**src/logic/audio_in_regs.svh**
```systemverilog
`ifndef AUDIO_IN_REGS_SVH
`define AUDIO_IN_REGS_SVH

// Register byte offsets.
`define AIN_CTRL_OFS 8'h00
`define AIN_STATUS_OFS 8'h04
`define AIN_FREQUENCY_OFS 8'h08
`define AIN_DIVIDER_OFS 8'h0c
`define AIN_FRAME_A_OFS 8'h10
`define AIN_FRAME_B_OFS 8'h14
`define AIN_BASE1_OFS 8'h18
`define AIN_BASE2_OFS 8'h1c
`define AIN_BUF_WORDS_OFS 8'h20
`define AIN_SAMPLE_OFS 8'h24

// Control register fields.
`define CTRL_ENABLE 0
`define CTRL_MASTER 1
`define CTRL_EDGE_RISING 2
`define CTRL_WS_POLARITY 3
`define CTRL_LITTLE_ENDIAN 4
`define CTRL_STEREO 5
`define CTRL_SIZE16 6
`define CTRL_MSB_FIRST 7
`define CTRL_QUAL_LO 8
`define CTRL_QUAL_HI 9
`define CTRL_WIDTH 10
`define CTRL_RESET 10'h0cd

// Status register fields.
`define STAT_BUF1_FULL 0
`define STAT_BUF2_FULL 1
`define STAT_OVERRUN 2
`define STAT_ACTIVE_BUF 3

// Divider and framing field positions.
`define FLDIV_LSB 16
`define SECOND_LSB 16

// Reset values.
`define DATA_LENGTH_RESET 5'h10
`define LEFT_START_RESET 9'h000
`define RIGHT_START_RESET 9'h010
`define BUF_WORDS_RESET 16'h0100

`endif

```
**src/logic/audio_in_pkg.sv**
```systemverilog
package audio_in_pkg;

    typedef enum logic [0:0] {
        MEM_IDLE = 1'b0,
        MEM_BUSY = 1'b1
    } mem_state_t;

    typedef enum logic [1:0] {
        LAYOUT_8_MONO = 2'b00,
        LAYOUT_8_STEREO = 2'b01,
        LAYOUT_16_MONO = 2'b10,
        LAYOUT_16_STEREO = 2'b11
    } sample_layout_t;

endpackage : audio_in_pkg

```
**src/logic/audio_in_serial_port.sv**
```systemverilog
// Overview of operation
// RULE1 - One or two channels, each eight or sixteen bits per sample.
// RULE2 - Samples go to memory by DMA, alternating between two buffers.
// RULE3 - Memory layouts: 8-bit mono, 8-bit stereo, 16-bit mono, 16-bit stereo.
// RULE4 - Little-endian or big-endian byte order chosen by a control bit.
// RULE5 - Drive a programmable oversampling clock output from a phase accumulator.
// RULE6 - Standard I2S framing: MSB first, one bit delay, left and right.
// RULE7 - LSB-first framing with any channel length from one to sixteen.
// RULE8 - Frames up to 512 bits with a sample-valid qualifier bit.
// RULE9 - After reset the port is timing slave; bit clock and select are inputs.
// RULE10 - Slave bit clock is asynchronous and crosses through synchronisers.
// RULE11 - The converter supplies bit clock and drives select and data against it.
// RULE12 - Master mode drives bit clock as whole division of the oversampling clock.
// RULE13 - Bit clock never exceeds 22 MHz, generated or supplied.
// RULE14 - Data sampled on rising or falling bit clock edge by a control bit.
// RULE15 - Slave word select sampled on the same edge as serial data.
// RULE16 - Master word select changes on the edge opposite the sampling edge.
// RULE17 - Master bit clock equals oversampling clock over divider plus one, 0 to 255.
// RULE18 - Master word select from programmable divider, frames of 1 to 512 bits; divider 0 toggles select every bit, giving 2-bit frames.
// RULE19 - Bit zero is sampled on the edge after the select transition edge.
// RULE20 - Qualified mode keeps a frame only if its valid bit matches.
// RULE21 - Each assembled sample reaches the system side exactly once; a word completed while memory is busy is dropped and sets overrun.
`timescale 1ns/10ps
`include "audio_in_regs.svh"

module audio_in_serial_port (
    // Clock and reset
    input wire logic clk,
    input wire logic reset_n,
    // Register port
    input wire logic [7:0] reg_addr,
    input wire logic [31:0] reg_wdata,
    input wire logic reg_write,
    input wire logic reg_read,
    output logic [31:0] reg_rdata,
    // Converter pins
    output logic oversample_clock_out,
    input wire logic serial_bit_clock_in,
    output logic serial_bit_clock_out,
    output logic serial_bit_clock_oe,
    input wire logic frame_word_select_in,
    output logic frame_word_select_out,
    output logic frame_word_select_oe,
    input wire logic serial_data_in,
    // Memory write port
    output logic mem_valid,
    output logic [31:0] mem_addr,
    output logic [31:0] mem_data,
    input wire logic mem_ready
);

    function automatic logic hit(input logic [7:0] addr, input logic [7:0] ofs);
        hit = (addr == ofs);
    endfunction : hit

    function automatic logic [15:0] place_bit(input logic [15:0] acc, input logic b, input logic [4:0] idx,
                                              input logic msb_first);
        if (msb_first) begin
            place_bit = {acc[14:0], b};
        end else begin
            place_bit = acc | (16'({15'h0000, b}) << idx[3:0]);
        end
    endfunction : place_bit

    function automatic logic [15:0] order16(input logic [15:0] v, input logic little);
        order16 = little ? v : {v[7:0], v[15:8]};
    endfunction : order16

    // Software-visible state.
    logic [`CTRL_WIDTH-1:0] ctrl_r;
    logic [31:0] frequency_r, base1_r, base2_r, reg_rdata_r;
    logic [7:0] bit_clock_divider_r;
    logic [8:0] frame_length_divider_r, valid_bit_position_r, left_start_r, right_start_r;
    logic [4:0] data_length_r;
    logic [15:0] buf_words_r;
    logic [1:0] buf_full_r;
    logic overrun_r, active_buf_r;

    wire enable = ctrl_r[`CTRL_ENABLE];
    wire serial_timing_master = ctrl_r[`CTRL_MASTER];
    wire edge_rising = ctrl_r[`CTRL_EDGE_RISING];
    wire ws_polarity = ctrl_r[`CTRL_WS_POLARITY];
    wire [1:0] capture_qualify_mode = ctrl_r[`CTRL_QUAL_HI:`CTRL_QUAL_LO];
    wire [1:0] layout_bits = {ctrl_r[`CTRL_SIZE16], ctrl_r[`CTRL_STEREO]};

    // Register write decode.
    wire wr_ctrl = reg_write & hit(reg_addr, `AIN_CTRL_OFS);
    wire wr_status = reg_write & hit(reg_addr, `AIN_STATUS_OFS);
    wire wr_freq = reg_write & hit(reg_addr, `AIN_FREQUENCY_OFS);
    wire wr_div = reg_write & hit(reg_addr, `AIN_DIVIDER_OFS);
    wire wr_frame_a = reg_write & hit(reg_addr, `AIN_FRAME_A_OFS);
    wire wr_frame_b = reg_write & hit(reg_addr, `AIN_FRAME_B_OFS);
    wire wr_base1 = reg_write & hit(reg_addr, `AIN_BASE1_OFS);
    wire wr_base2 = reg_write & hit(reg_addr, `AIN_BASE2_OFS);
    wire wr_words = reg_write & hit(reg_addr, `AIN_BUF_WORDS_OFS);

    // Oversampling clock: phase accumulator whose top bit is the output square wave.
    // The output cannot exceed half of clk; faster settings alias.
    logic [31:0] dds_acc_r;
    logic os_r;
    wire os_rise = dds_acc_r[31] & ~os_r;

    // Bit clock generator for master mode.
    logic [7:0] sck_cnt_r;
    logic sck_gen_r;
    wire [8:0] sck_half = 9'(({1'b0, bit_clock_divider_r} + 9'h001) >> 1);
    wire [7:0] sck_cnt_nxt = os_rise ? ((sck_cnt_r == bit_clock_divider_r) ? 8'h00 : sck_cnt_r + 8'h01) : sck_cnt_r;
    wire sck_gen_nxt = (bit_clock_divider_r == 8'h00) ? dds_acc_r[31] : ({1'b0, sck_cnt_nxt} < sck_half);
    wire gen_opp_edge = edge_rising ? (sck_gen_r & ~sck_gen_nxt) : (~sck_gen_r & sck_gen_nxt);

    // Word select generator for master mode.
    logic [8:0] ws_cnt_r;
    logic ws_gen_r;
    wire [9:0] ws_half = 10'(({1'b0, frame_length_divider_r} + 10'h001) >> 1);
    wire [8:0] ws_cnt_nxt = (ws_cnt_r == frame_length_divider_r) ? 9'h000 : ws_cnt_r + 9'h001;
    wire ws_gen_nxt = (frame_length_divider_r == 9'h000) ? ~ws_gen_r : ({1'b0, ws_cnt_nxt} < ws_half);

    always_ff @(posedge clk) begin
        if (!reset_n) begin
            dds_acc_r <= 32'h00000000;
            {os_r, sck_gen_r, ws_gen_r} <= 3'h0;
            {sck_cnt_r, ws_cnt_r} <= 17'h00000;
        end else begin
            dds_acc_r <= dds_acc_r + frequency_r; // RULE5
            os_r <= dds_acc_r[31];
            sck_cnt_r <= sck_cnt_nxt; // RULE17
            sck_gen_r <= sck_gen_nxt; // RULE12
            if (gen_opp_edge) begin // RULE16
                ws_cnt_r <= ws_cnt_nxt; // RULE18
                ws_gen_r <= ws_gen_nxt;
            end
        end
    end

    assign oversample_clock_out = os_r;
    assign serial_bit_clock_out = sck_gen_r;
    assign serial_bit_clock_oe = serial_timing_master; // RULE9
    assign frame_word_select_out = ws_gen_r ^ ~ws_polarity;
    assign frame_word_select_oe = serial_timing_master; // RULE9

    // The generated clock and select go through the same synchroniser as the pins,
    // so data and timing keep their relative delay in either mode.
    wire sck_src = serial_timing_master ? sck_gen_r : serial_bit_clock_in;
    wire ws_src = serial_timing_master ? frame_word_select_out : frame_word_select_in;
    logic sck_s1_r, sck_s2_r, sck_s3_r;
    logic ws_s1_r, ws_s2_r;
    logic sd_s1_r, sd_s2_r;

    always_ff @(posedge clk) begin
        if (!reset_n) begin
            {sck_s1_r, sck_s2_r, sck_s3_r, ws_s1_r, ws_s2_r, sd_s1_r, sd_s2_r} <= 7'h00;
        end else begin
            sck_s1_r <= sck_src; // RULE10
            sck_s2_r <= sck_s1_r;
            sck_s3_r <= sck_s2_r;
            ws_s1_r <= ws_src;
            ws_s2_r <= ws_s1_r;
            sd_s1_r <= serial_data_in;
            sd_s2_r <= sd_s1_r;
        end
    end

    // Edges are seen by oversampling, so the bit clock must stay well below clk/2.
    wire sample_edge = edge_rising ? (sck_s2_r & ~sck_s3_r) : (~sck_s2_r & sck_s3_r); // RULE14 RULE13

    // Serial to parallel conversion; the qualifier match is cleared at each frame start.
    logic ws_prev_r, frame_seen_r, qual_bit_r, sample_pulse_r;
    logic [9:0] bitpos_r;
    logic [15:0] left_acc_r, right_acc_r, sample_left_r, sample_right_r;

    wire ws_start = (ws_s2_r != ws_prev_r) && (ws_s2_r == ws_polarity); // RULE15
    wire [9:0] left_end = {1'b0, left_start_r} + {5'h00, data_length_r};
    wire [9:0] right_end = {1'b0, right_start_r} + {5'h00, data_length_r};
    wire in_left = (bitpos_r >= {1'b0, left_start_r}) && (bitpos_r < left_end);
    wire in_right = ctrl_r[`CTRL_STEREO] && (bitpos_r >= {1'b0, right_start_r}) && (bitpos_r < right_end);
    wire [4:0] left_idx = 5'(bitpos_r - {1'b0, left_start_r});
    wire [4:0] right_idx = 5'(bitpos_r - {1'b0, right_start_r});
    wire [15:0] left_nxt = in_left ? place_bit(left_acc_r, sd_s2_r, left_idx, ctrl_r[`CTRL_MSB_FIRST]) : left_acc_r;
    wire [15:0] right_nxt = in_right ? place_bit(right_acc_r, sd_s2_r, right_idx, ctrl_r[`CTRL_MSB_FIRST]) :
        right_acc_r;
    wire [4:0] justify = 5'(5'h10 - data_length_r);
    wire qual_now = (bitpos_r == {1'b0, valid_bit_position_r}) ? (sd_s2_r == capture_qualify_mode[0]) : qual_bit_r;
    wire frame_ok = !capture_qualify_mode[1] || qual_now;
    wire [9:0] bitpos_inc = (bitpos_r == 10'h3ff) ? bitpos_r : bitpos_r + 10'h001;

    always_ff @(posedge clk) begin
        if (!reset_n) begin
            {ws_prev_r, frame_seen_r, qual_bit_r, sample_pulse_r} <= 4'h0;
            bitpos_r <= 10'h000;
            {left_acc_r, right_acc_r, sample_left_r, sample_right_r} <= 64'h0000000000000000;
        end else begin
            sample_pulse_r <= 1'b0;
            if (sample_edge) begin
                ws_prev_r <= ws_s2_r;
                qual_bit_r <= ws_start ? 1'b0 : qual_now; // RULE8 RULE20
                if (ws_start) begin
                    bitpos_r <= 10'h000; // RULE19
                    frame_seen_r <= 1'b1;
                    left_acc_r <= 16'h0000;
                    right_acc_r <= 16'h0000;
                    if (frame_seen_r && frame_ok) begin // RULE20
                        sample_left_r <= left_nxt << justify; // RULE6 RULE7
                        sample_right_r <= right_nxt << justify;
                        sample_pulse_r <= 1'b1; // RULE21
                    end
                end else begin
                    bitpos_r <= bitpos_inc;
                    left_acc_r <= left_nxt;
                    right_acc_r <= right_nxt;
                end
            end
        end
    end

    // Packing of samples into memory words; byte lane k lands at word address plus k.
    wire [15:0] left16 = order16(sample_left_r, ctrl_r[`CTRL_LITTLE_ENDIAN]); // RULE4
    wire [15:0] right16 = order16(sample_right_r, ctrl_r[`CTRL_LITTLE_ENDIAN]);
    wire [31:0] entry =
        (layout_bits == audio_in_pkg::LAYOUT_8_MONO) ? {24'h000000, sample_left_r[15:8]} :
        (layout_bits == audio_in_pkg::LAYOUT_8_STEREO) ? {16'h0000, sample_right_r[15:8], sample_left_r[15:8]} :
        (layout_bits == audio_in_pkg::LAYOUT_16_MONO) ? {16'h0000, left16} : {right16, left16}; // RULE3 RULE1
    wire [2:0] entry_bytes =
        (layout_bits == audio_in_pkg::LAYOUT_8_MONO) ? 3'h1 :
        (layout_bits == audio_in_pkg::LAYOUT_16_STEREO) ? 3'h4 : 3'h2;

    logic [1:0] fill_r;
    logic [31:0] word_r, mem_addr_r, mem_data_r;
    logic [15:0] word_index_r;
    audio_in_pkg::mem_state_t mem_state_r;

    wire [2:0] fill_total = {1'b0, fill_r} + entry_bytes;
    wire [31:0] packed_word = word_r | (entry << {fill_r, 3'b000});
    wire word_done = enable && sample_pulse_r && (fill_total == 3'h4);
    wire mem_free = (mem_state_r == audio_in_pkg::MEM_IDLE);
    wire emit = word_done && mem_free;
    wire last_word = (word_index_r + 16'h0001) >= buf_words_r;
    wire [31:0] active_base = active_buf_r ? base2_r : base1_r;
    wire [1:0] full_set = (emit && last_word) ? (active_buf_r ? 2'b10 : 2'b01) : 2'b00;
    wire overrun_set = (word_done && !mem_free) || (emit && last_word && buf_full_r[~active_buf_r]);

    always_ff @(posedge clk) begin
        if (!reset_n) begin
            fill_r <= 2'h0;
            word_r <= 32'h00000000;
            word_index_r <= 16'h0000;
            active_buf_r <= 1'b0;
            mem_state_r <= audio_in_pkg::MEM_IDLE;
            mem_addr_r <= 32'h00000000;
            mem_data_r <= 32'h00000000;
        end else begin
            if (!enable) begin
                fill_r <= 2'h0;
                word_r <= 32'h00000000;
            end else if (sample_pulse_r) begin
                fill_r <= fill_total[1:0];
                word_r <= (fill_total == 3'h4) ? 32'h00000000 : packed_word;
            end
            if (emit) begin
                mem_data_r <= packed_word; // RULE2
                mem_addr_r <= active_base + {14'h0000, word_index_r, 2'b00};
                word_index_r <= last_word ? 16'h0000 : word_index_r + 16'h0001;
                if (last_word) begin
                    active_buf_r <= ~active_buf_r; // RULE2
                end
            end
            case (mem_state_r)
                audio_in_pkg::MEM_IDLE: begin
                    if (emit) begin
                        mem_state_r <= audio_in_pkg::MEM_BUSY;
                    end
                end
                audio_in_pkg::MEM_BUSY: begin
                    if (mem_ready) begin
                        mem_state_r <= audio_in_pkg::MEM_IDLE;
                    end
                end
                default: begin
                    mem_state_r <= audio_in_pkg::MEM_IDLE;
                end
            endcase
        end
    end

    assign mem_valid = (mem_state_r == audio_in_pkg::MEM_BUSY);
    assign mem_addr = mem_addr_r;
    assign mem_data = mem_data_r;

    // Register storage; a new full or overrun event wins over a clear in the same cycle.
    wire [1:0] full_clear = wr_status ? reg_wdata[`STAT_BUF2_FULL:`STAT_BUF1_FULL] : 2'b00;

    always_ff @(posedge clk) begin
        if (!reset_n) begin
            ctrl_r <= `CTRL_RESET;
            frequency_r <= 32'h00000000;
            bit_clock_divider_r <= 8'h00;
            frame_length_divider_r <= 9'h000;
            valid_bit_position_r <= 9'h000;
            left_start_r <= `LEFT_START_RESET;
            right_start_r <= `RIGHT_START_RESET;
            data_length_r <= `DATA_LENGTH_RESET;
            base1_r <= 32'h00000000;
            base2_r <= 32'h00000000;
            buf_words_r <= `BUF_WORDS_RESET;
            buf_full_r <= 2'b00;
            overrun_r <= 1'b0;
        end else begin
            if (wr_ctrl) begin
                ctrl_r <= reg_wdata[`CTRL_WIDTH-1:0];
            end
            if (wr_freq) begin
                frequency_r <= reg_wdata;
            end
            if (wr_div) begin
                bit_clock_divider_r <= reg_wdata[7:0];
                frame_length_divider_r <= reg_wdata[`FLDIV_LSB+8:`FLDIV_LSB];
            end
            if (wr_frame_a) begin
                valid_bit_position_r <= reg_wdata[8:0];
                left_start_r <= reg_wdata[`SECOND_LSB+8:`SECOND_LSB];
            end
            if (wr_frame_b) begin
                right_start_r <= reg_wdata[8:0];
                data_length_r <= (reg_wdata[`SECOND_LSB+4:`SECOND_LSB] == 5'h00) ? 5'h01 :
                    ((reg_wdata[`SECOND_LSB+4:`SECOND_LSB] > 5'h10) ? 5'h10 : reg_wdata[`SECOND_LSB+4:`SECOND_LSB]);
            end
            if (wr_base1) begin
                base1_r <= {reg_wdata[31:2], 2'b00};
            end
            if (wr_base2) begin
                base2_r <= {reg_wdata[31:2], 2'b00};
            end
            if (wr_words) begin
                buf_words_r <= (reg_wdata[15:0] == 16'h0000) ? 16'h0001 : reg_wdata[15:0];
            end
            buf_full_r <= (buf_full_r & ~full_clear) | full_set;
            overrun_r <= (overrun_r & ~(wr_status & reg_wdata[`STAT_OVERRUN])) | overrun_set;
        end
    end

    // Read path: data stand in the cycle after the strobe only.
    wire [31:0] status_word = {28'h0000000, active_buf_r, overrun_r, buf_full_r};
    wire [31:0] rd_value =
        hit(reg_addr, `AIN_CTRL_OFS) ? {22'h000000, ctrl_r} :
        hit(reg_addr, `AIN_STATUS_OFS) ? status_word :
        hit(reg_addr, `AIN_FREQUENCY_OFS) ? frequency_r :
        hit(reg_addr, `AIN_DIVIDER_OFS) ? {7'h00, frame_length_divider_r, 8'h00, bit_clock_divider_r} :
        hit(reg_addr, `AIN_FRAME_A_OFS) ? {7'h00, left_start_r, 7'h00, valid_bit_position_r} :
        hit(reg_addr, `AIN_FRAME_B_OFS) ? {11'h000, data_length_r, 7'h00, right_start_r} :
        hit(reg_addr, `AIN_BASE1_OFS) ? base1_r :
        hit(reg_addr, `AIN_BASE2_OFS) ? base2_r :
        hit(reg_addr, `AIN_BUF_WORDS_OFS) ? {16'h0000, buf_words_r} :
        hit(reg_addr, `AIN_SAMPLE_OFS) ? {sample_right_r, sample_left_r} : 32'h00000000;

    always_ff @(posedge clk) begin
        if (!reset_n) begin
            reg_rdata_r <= 32'h00000000;
        end else begin
            reg_rdata_r <= reg_read ? rd_value : 32'h00000000;
        end
    end

    assign reg_rdata = reg_rdata_r;

endmodule : audio_in_serial_port

```
**config.mk**
```make
export PLATFORM = sky130hd
export DESIGN_NAME = audio_in_serial_port
export DESIGN_NICKNAME = d
export VERILOG_FILES = /design/src/logic/audio_in_pkg.sv /design/src/logic/audio_in_serial_port.sv
export VERILOG_INCLUDE_DIRS = /design/src /design/src/logic
export SDC_FILE = /design/constraint.sdc
export NUM_CORES = 1
export LEC_CHECK = 0
export ABC_AREA = 1
export BUFFER_PORTS_ARGS = -buffer_cell sky130_fd_sc_hd__buf_2
export CORE_MARGIN = 8
export CORE_UTILIZATION = 55
export DETAILED_ROUTE_END_ITERATION = 10
export PLACE_DENSITY_LB_ADDON = 0.12
export SETUP_SLACK_MARGIN = 0.1
export SYNTH_ARGS = -nofsm -noshare
export SYNTH_HDL_FRONTEND = slang
export SYNTH_SLANG_ARGS = --single-unit
```
**constraint.sdc**
```tcl
create_clock -name clk -period 6.6 [get_ports clk]
set_clock_uncertainty 0.15 [all_clocks]
set_input_delay 1.32 -clock clk [delete_from_list [all_inputs] [get_ports clk]]
set_output_delay 1.32 -clock clk [all_outputs]
set_load 0.005 [all_outputs]
```
After elaboration in Yosys (flattened, before gate mapping)
Index checks and enable logic that the tools add are counted.
Widths: inputs -> output; s select.
{"block": "totals", "word_cells": 208, "in_bits": 48, "latch_bits": 0, "regBits": 455, "mem_bits_rw": 0, "mem_bits_ro": 0, "memories": 0}
{"block": "op_classes", "n_bitwise": 36, "div_mod_pow": 0, "magnitude_cmp": 9, "mul": 0, "n_eq_ne": 21, "add_sub_neg": 14, "shifts": 5, "reduce_logical": 28, "mux": 51}
{"op": "$mux 32", "count": 13}
{"op": "$mux 16", "count": 10}
{"op": "$mux 10", "count": 4}
{"op": "$add 32x18->32", "count": 1}
{"op": "$add 32x32->32", "count": 1}
{"op": "$eq 8x5->1 const B", "count": 4}
{"op": "$or 16x16->16", "count": 2}
{"op": "$or 32x32->32", "count": 1}
{"op": "$shl 1x4->16", "count": 2}
{"op": "$shl 16x5->16", "count": 2}
{"op": "$shl 32x5->32", "count": 1}
{"op": "$add 9x5->10", "count": 2}
{"op": "$ge 10x9->1", "count": 2}
{"op": "$lt 10x10->1", "count": 2}
{"op": "$add 16x1->16 const B", "count": 1}
{"op": "$and 1x1->1", "count": 16}
{"op": "$eq 8x4->1 const B", "count": 2}
{"op": "$eq 8x6->1 const B", "count": 2}
{"op": "$ge 16x16->1", "count": 1}
{"op": "$logic_not 16->1", "count": 1}
{"op": "$logic_not 8->1", "count": 2}
{"op": "$mux 8", "count": 2}
{"op": "$mux 1", "count": 13}
{"op": "$not 1->1", "count": 12}
{"op": "42 further kinds", "count": 65}

Logic depth before layout (Yosys ltp)
{"block": "logic_depth", "word_depth": 11, "mapped_depth": 27, "depth_no_buf": 27}

Worst setup path after synthesis
OpenSTA, ideal clock, no wires.
{"block": "synth_timing", "kind": "reg2reg", "from": "register active_buf_r", "to": "register mem_addr_r[30] (netlist: mem_addr[30])", "period_less_slack_ns": 3.522, "arrival_time_ns": 3.259, "stages_incl_launch_ff": 22, "setup_time_ns": 0.114, "n_path_buf": 4, "path_slack_ns": 3.078, "path_cell_list": "dfxtp_1 buf_6 clkbuf_1 clkbuf_1 clkbuf_1 nand2_1 o21ai_0 ha_1 inv_1 fa_1 o21ai_1 nand2_1 nand2_1 a21oi_1 o21ai_1 nand2_1 nand2_1 nand3_1 o21ai_0 nand2_1 o21bai_1 inv_1"}
{"block": "synth_via", "elab_chain_len": 2}
{"item": "from (decl)", "line_no": "audio_in_serial_port.sv:77", "text": "logic overrun_r, active_buf_r;"}
{"item": "from (signal assigned)", "line_no": "audio_in_serial_port.sv:263", "text": "active_buf_r <= ~active_buf_r;"}
{"item": "$mux 32", "line_no": "audio_in_serial_port.sv:237", "text": "wire [31:0] active_base = active_buf_r ? base2_r : base1_r;"}
{"item": "$add 32x18->32", "line_no": "audio_in_serial_port.sv:260", "text": "mem_addr_r <= active_base + {14'h0000, word_index_r, 2'b00};"}
{"item": "to (signal assigned)", "line_no": "audio_in_serial_port.sv:260"}
{"item": "to (decl)", "line_no": "audio_in_serial_port.sv:227", "text": "logic [31:0] word_r, mem_addr_r, mem_data_r;"}
Every way passes these cells.
A chain may end at the register's enable or synchronous reset.

Worst setup path after layout
{"block": "layout_timing", "from": "register data_length_r[0]", "to": "register sample_right_r[9]"}
{"block": "layout_via", "elab_chain_len": 5}
{"item": "from (decl)", "line_no": "audio_in_serial_port.sv:74", "text": "logic [4:0] data_length_r;"}
{"item": "from (signal assigned)", "line_no": "audio_in_serial_port.sv:300", "text": "data_length_r <= `DATA_LENGTH_RESET;"}
{"item": "from (signal assigned)", "line_no": "audio_in_serial_port.sv:323", "text": "data_length_r <= (reg_wdata[`SECOND_LSB+4:`SECOND_LSB] == 5'h00) ? 5'h01 :"}
{"item": "$add 9x5->10", "line_no": "audio_in_serial_port.sv:173", "text": "wire [9:0] right_end = {1'b0, right_start_r} + {5'h00, data_length_r};"}
{"item": "$lt 10x10->1", "line_no": "audio_in_serial_port.sv:175", "text": "wire in_right = ctrl_r[`CTRL_STEREO] && (bitpos_r >= {1'b0, right_start_r}) && (bitpos_r < right_end);"}
{"item": "$logic_and 1x1->1", "line_no": "audio_in_serial_port.sv:175"}
{"item": "$mux 16", "line_no": "audio_in_serial_port.sv:179", "text": "wire [15:0] right_nxt = in_right ? place_bit(right_acc_r, sd_s2_r, right_idx, ctrl_r[`CTRL_MSB_FIRST]) :"}
{"item": "$shl 16x5->16 *", "line_no": "audio_in_serial_port.sv:203", "text": "sample_right_r <= right_nxt << justify;"}
{"item": "to (signal assigned)", "line_no": "audio_in_serial_port.sv:203"}
{"item": "to (decl)", "line_no": "audio_in_serial_port.sv:169", "text": "logic [15:0] left_acc_r, right_acc_r, sample_left_r, sample_right_r;"}
Every way passes the cells marked *; elsewhere a longest branch is shown, timed or not.

==> metrics.md <==
| Metric | Value |
|---|---|
| Status | `complete, no violations` |
| Placed inst area | `0.0279 sq mm` |
| Filler cells | `4743` |
| Most frequent cells in the layout | `nand2_1 (873), inv_1 (454), dfxtp_1 (452)` |
| Total of max-cap violations | `0` |
| Num rows | `81` |
| WL/cell | `18.5 um` |
| Register area share after synthesis | `33.6%` |
| Cell variety after synth | `63` |
| Hold slack | `0.277 ns` |
| RSZ-0062 raised after global routing | `false` |
| Power Density | `198 mW/mm^2` |
| CTS Sinks | `453` |
| Die Ht | `238 um` |
| Post-Synthesis Cells | `3985` |
| Io pins | `150` |
| Maximum buffer depth of the clock tree | `3` |
| Worst-Margin Slew | `1.31 ns` |
| CTS Hold Bufs | `0` |
| Number of vias per cell | `5.69` |
| Vias in the first global route | `24300` |
| Core area | `0.0487 sq mm` |
| Largest net degree at the start of global routing | `100` |
| Worst path required time | `6.98 ns` |
| Total power | `5870 uW` |
| Starting Density | `55.4%` |
| Placed Cells incl. Taps | `4621` |
| Max_slew headroom | `12.6%` |
| Arrival time worst endpoint | `5.05 ns` |
| Most common cell after layout, fill and taps aside | `nand2_1` |
| Fin cells | `4715` |
| # H-tree levels | `2` |
| First-pass GRT wire length | `136000 um` |
| Hold WC Path Type | `flop to flop` |
| TNS Setup | `0 ns` |
| Main synth FF type | `dfxtp_1` |
| Final setup vio count | `0` |
| Initial DRC Count | `2623` |
| Final period utilization | `70.7%` |
| Mapped Avg Cell Area | `6.78 sq um` |
| Max-slew violation count | `0` |
| P_sw | `1350 uW` |
| Clock root buffer | `clkbuf_16` |
| Crit-path max FO | `34` |
| Synth warn | `0` |
| Worst VDD drop | `0.166 mV` |
| Area occupied by multi-input gates | `0.0152 sq mm` |
| Initial DRT Pass Iterations | `8` |
| Die Area | `0.0565 sq mm` |
| Async S/R FF share, synth | `0%` |
| Post-CTS sizing | `0` |
| RePlAce Congestion | `0.951` |
| Final hold violations | `0` |
| Cell Area, Synth | `0.0270 sq mm` |
| Layout cell share with drive strength beyond 1 | `7.93%` |
| Seq pwr share | `46.8%` |
| Final net count | `4201` |
| HPWL after DPL | `63800 um` |
| CTS buffer count | `49` |
| Initial antenna violation count | `6` |
| Overflow after GRT | `0` |
| Drt total wl | `87100 um` |
| CP Launch Type | `flop` |
| CTS tree | `done` |
| Leak Pwr | `0.0129 uW` |
| CTS clk-pin slew, worst paths | `0.06 ns` |
| X dimension of the die | `238 um` |
| Area grow syn2layout | `9.51%` |
| Detailed-route via count | `26800` |
| Port bufs | `147` |
| Post-synth EDFFs | `0` |
| Synth Register Bits | `453` |
| Combinational power share | `3.2%` |
| Final min period | `4.67 ns` |
| Post-CTS setup buffers | `0` |
| Switch share | `23.0%` |
| DRC Markers | `0` |
| Clk_lat worst skew | `0.61 ns` |
| Pint | `4520 uW` |
| GRT Total Usage | `29.8%` |
| Clock power frac | `50.0%` |
| Final antenna-violating net count | `0` |
| FF/Latch Area | `0.00907 sq mm` |
| Crit Path Class | `flop to flop` |
| Final instance area | `0.0296 sq mm` |
| Fmax | `0.214 GHz` |
| CP endpoint kind | `flop` |
## registers in the layout (all words and copies together), names as in the netlist, 30 cells and up
name,cells
reg_rdata,32
mem_data,32
word_r,32
base1_r,30
mem_addr,30
frequency_r,32
base2_r,30
dds_acc_r,32
## worst max-delay path, stage by stage (launching register included)
cell	delay, ns
dfxtp_1	0.32
buf_4	0.40
ha_1	0.27
inv_1	0.06
fa_1	0.39
o21ai_0	0.32
nand2_1	0.09
a21oi_1	0.21
nand3_1	0.11
xor2_1	0.16
ha_1	0.27
nand2_1	0.08
nor2_1	0.05
nor2_1	0.08
nand2_1	0.12
inv_1	0.12
nand3_2	0.36
nand2_1	0.27
nand2_1	0.08
nand2_1	0.08
nand3_1	0.11
nor2_1	0.15
nand2_1	0.06
o21ai_0	0.07
nand2_1	0.09
a21oi_1	0.13
## power groups by stage
stage	registers, uW	clock network [uW]	logic, uW
after global placement	2810	0	179
after CTS	2750	2970	181
after detailed placement	2810	0	180
after global routing	2750	3080	200
after floorplan	2800	0	107
final	2750	2940	186
## cells in the mapped netlist, drive strengths merged, types with 3 or more instances
cell,instances,area (sq um)
nor4,16,113
nand2,882,3330
a22oi,6,45.0
xor2,48,428
o211ai,35,263
o2111a,16,180
buf,71,427
nor2,291,1220
o21a,33,248
nand3,313,1590
a21o,3,22.5
dfxtp,453,9070
nand3b,3,35.0
nand4,33,206
clkbuf,127,477
a221oi,6,52.6
a21oi,414,2080
o221ai,10,87.6
or2,7,43.8
xnor2,31,279
clkinv,5,18.8
nor3,42,241
ha,138,1730
o21ai,394,1980
o2111ai,9,78.8
o21bai,31,233
fa,7,140
a31oi,10,62.6
inv,474,1780
o22ai,29,181
nor3b,4,35.0
a211oi,31,238
## layer usage
| layer | share of wire (%) | GRT usage, % | up-vias |
|---|---|---|---|
| met5 | 0.031 | 0 | - |
| li1 | - | - | 13300 |
| met3 | 8.9 | 5.34 | 204 |
| met4 | 3.6 | 11.5 | 4 |
| met1 | 43 | 40.2 | 12200 |
| met2 | 44 | 47.2 | 1054 |
## metrics by stage
step | util, % | setup WS (ns)
3_3_place_gp | 57.2 | 1.87
6_report | 60.7 | 1.93
3_5_place_dp | 57.2 | 1.80
4_1_cts | 60.7 | 1.97
2_1_floorplan | - | 3.08
5_1_grt | 60.7 | 1.42
## area by class of cell
| type | count | area share, % |
|---|---|---|
| inverter | 479 | 6.09 |
| antenna | 4 | 0.0338 |
| multi-input combinational | 2856 | 51.6 |
| sequential | 453 | 30.7 |
| tap | 664 | 2.81 |
| clock inverter | 17 | 0.918 |
| timing repair buffer | 169 | 3.11 |
| clock buffer | 73 | 4.82 |
## worst paths after layout
check                                 startpoint                end  slack (ns)  depth (start not counted)
worst min register to register           ws_s1_r            ws_s2_r        0.28                          2
worst max register to register  data_length_r[0]  sample_right_r[9]        1.93                         25
worst max-delay path            data_length_r[0]  sample_right_r[9]        1.93                         25
worst min-delay path                     ws_s1_r            ws_s2_r        0.28                          2
## cells by family (layout without fill, tap and decap cells)
| family | after synthesis | in the layout | synth area share (%) |
|---|---|---|---|
| AOI/OAI and AO/OA | 1037 | 1037 | 21.6 |
| DFF | 453 | 453 | 33.6 |
| xor gates and xnor gates | 79 | 79 | 2.62 |
| buffers and inverters | 677 | 738 | 10.0 |
| other | 1 | 6 | 0.0139 |
| adders and majority gates | 145 | 145 | 6.91 |
| and+or+nand+nor | 1593 | 1593 | 25.3 |
(Power assumes the default switching activity.)
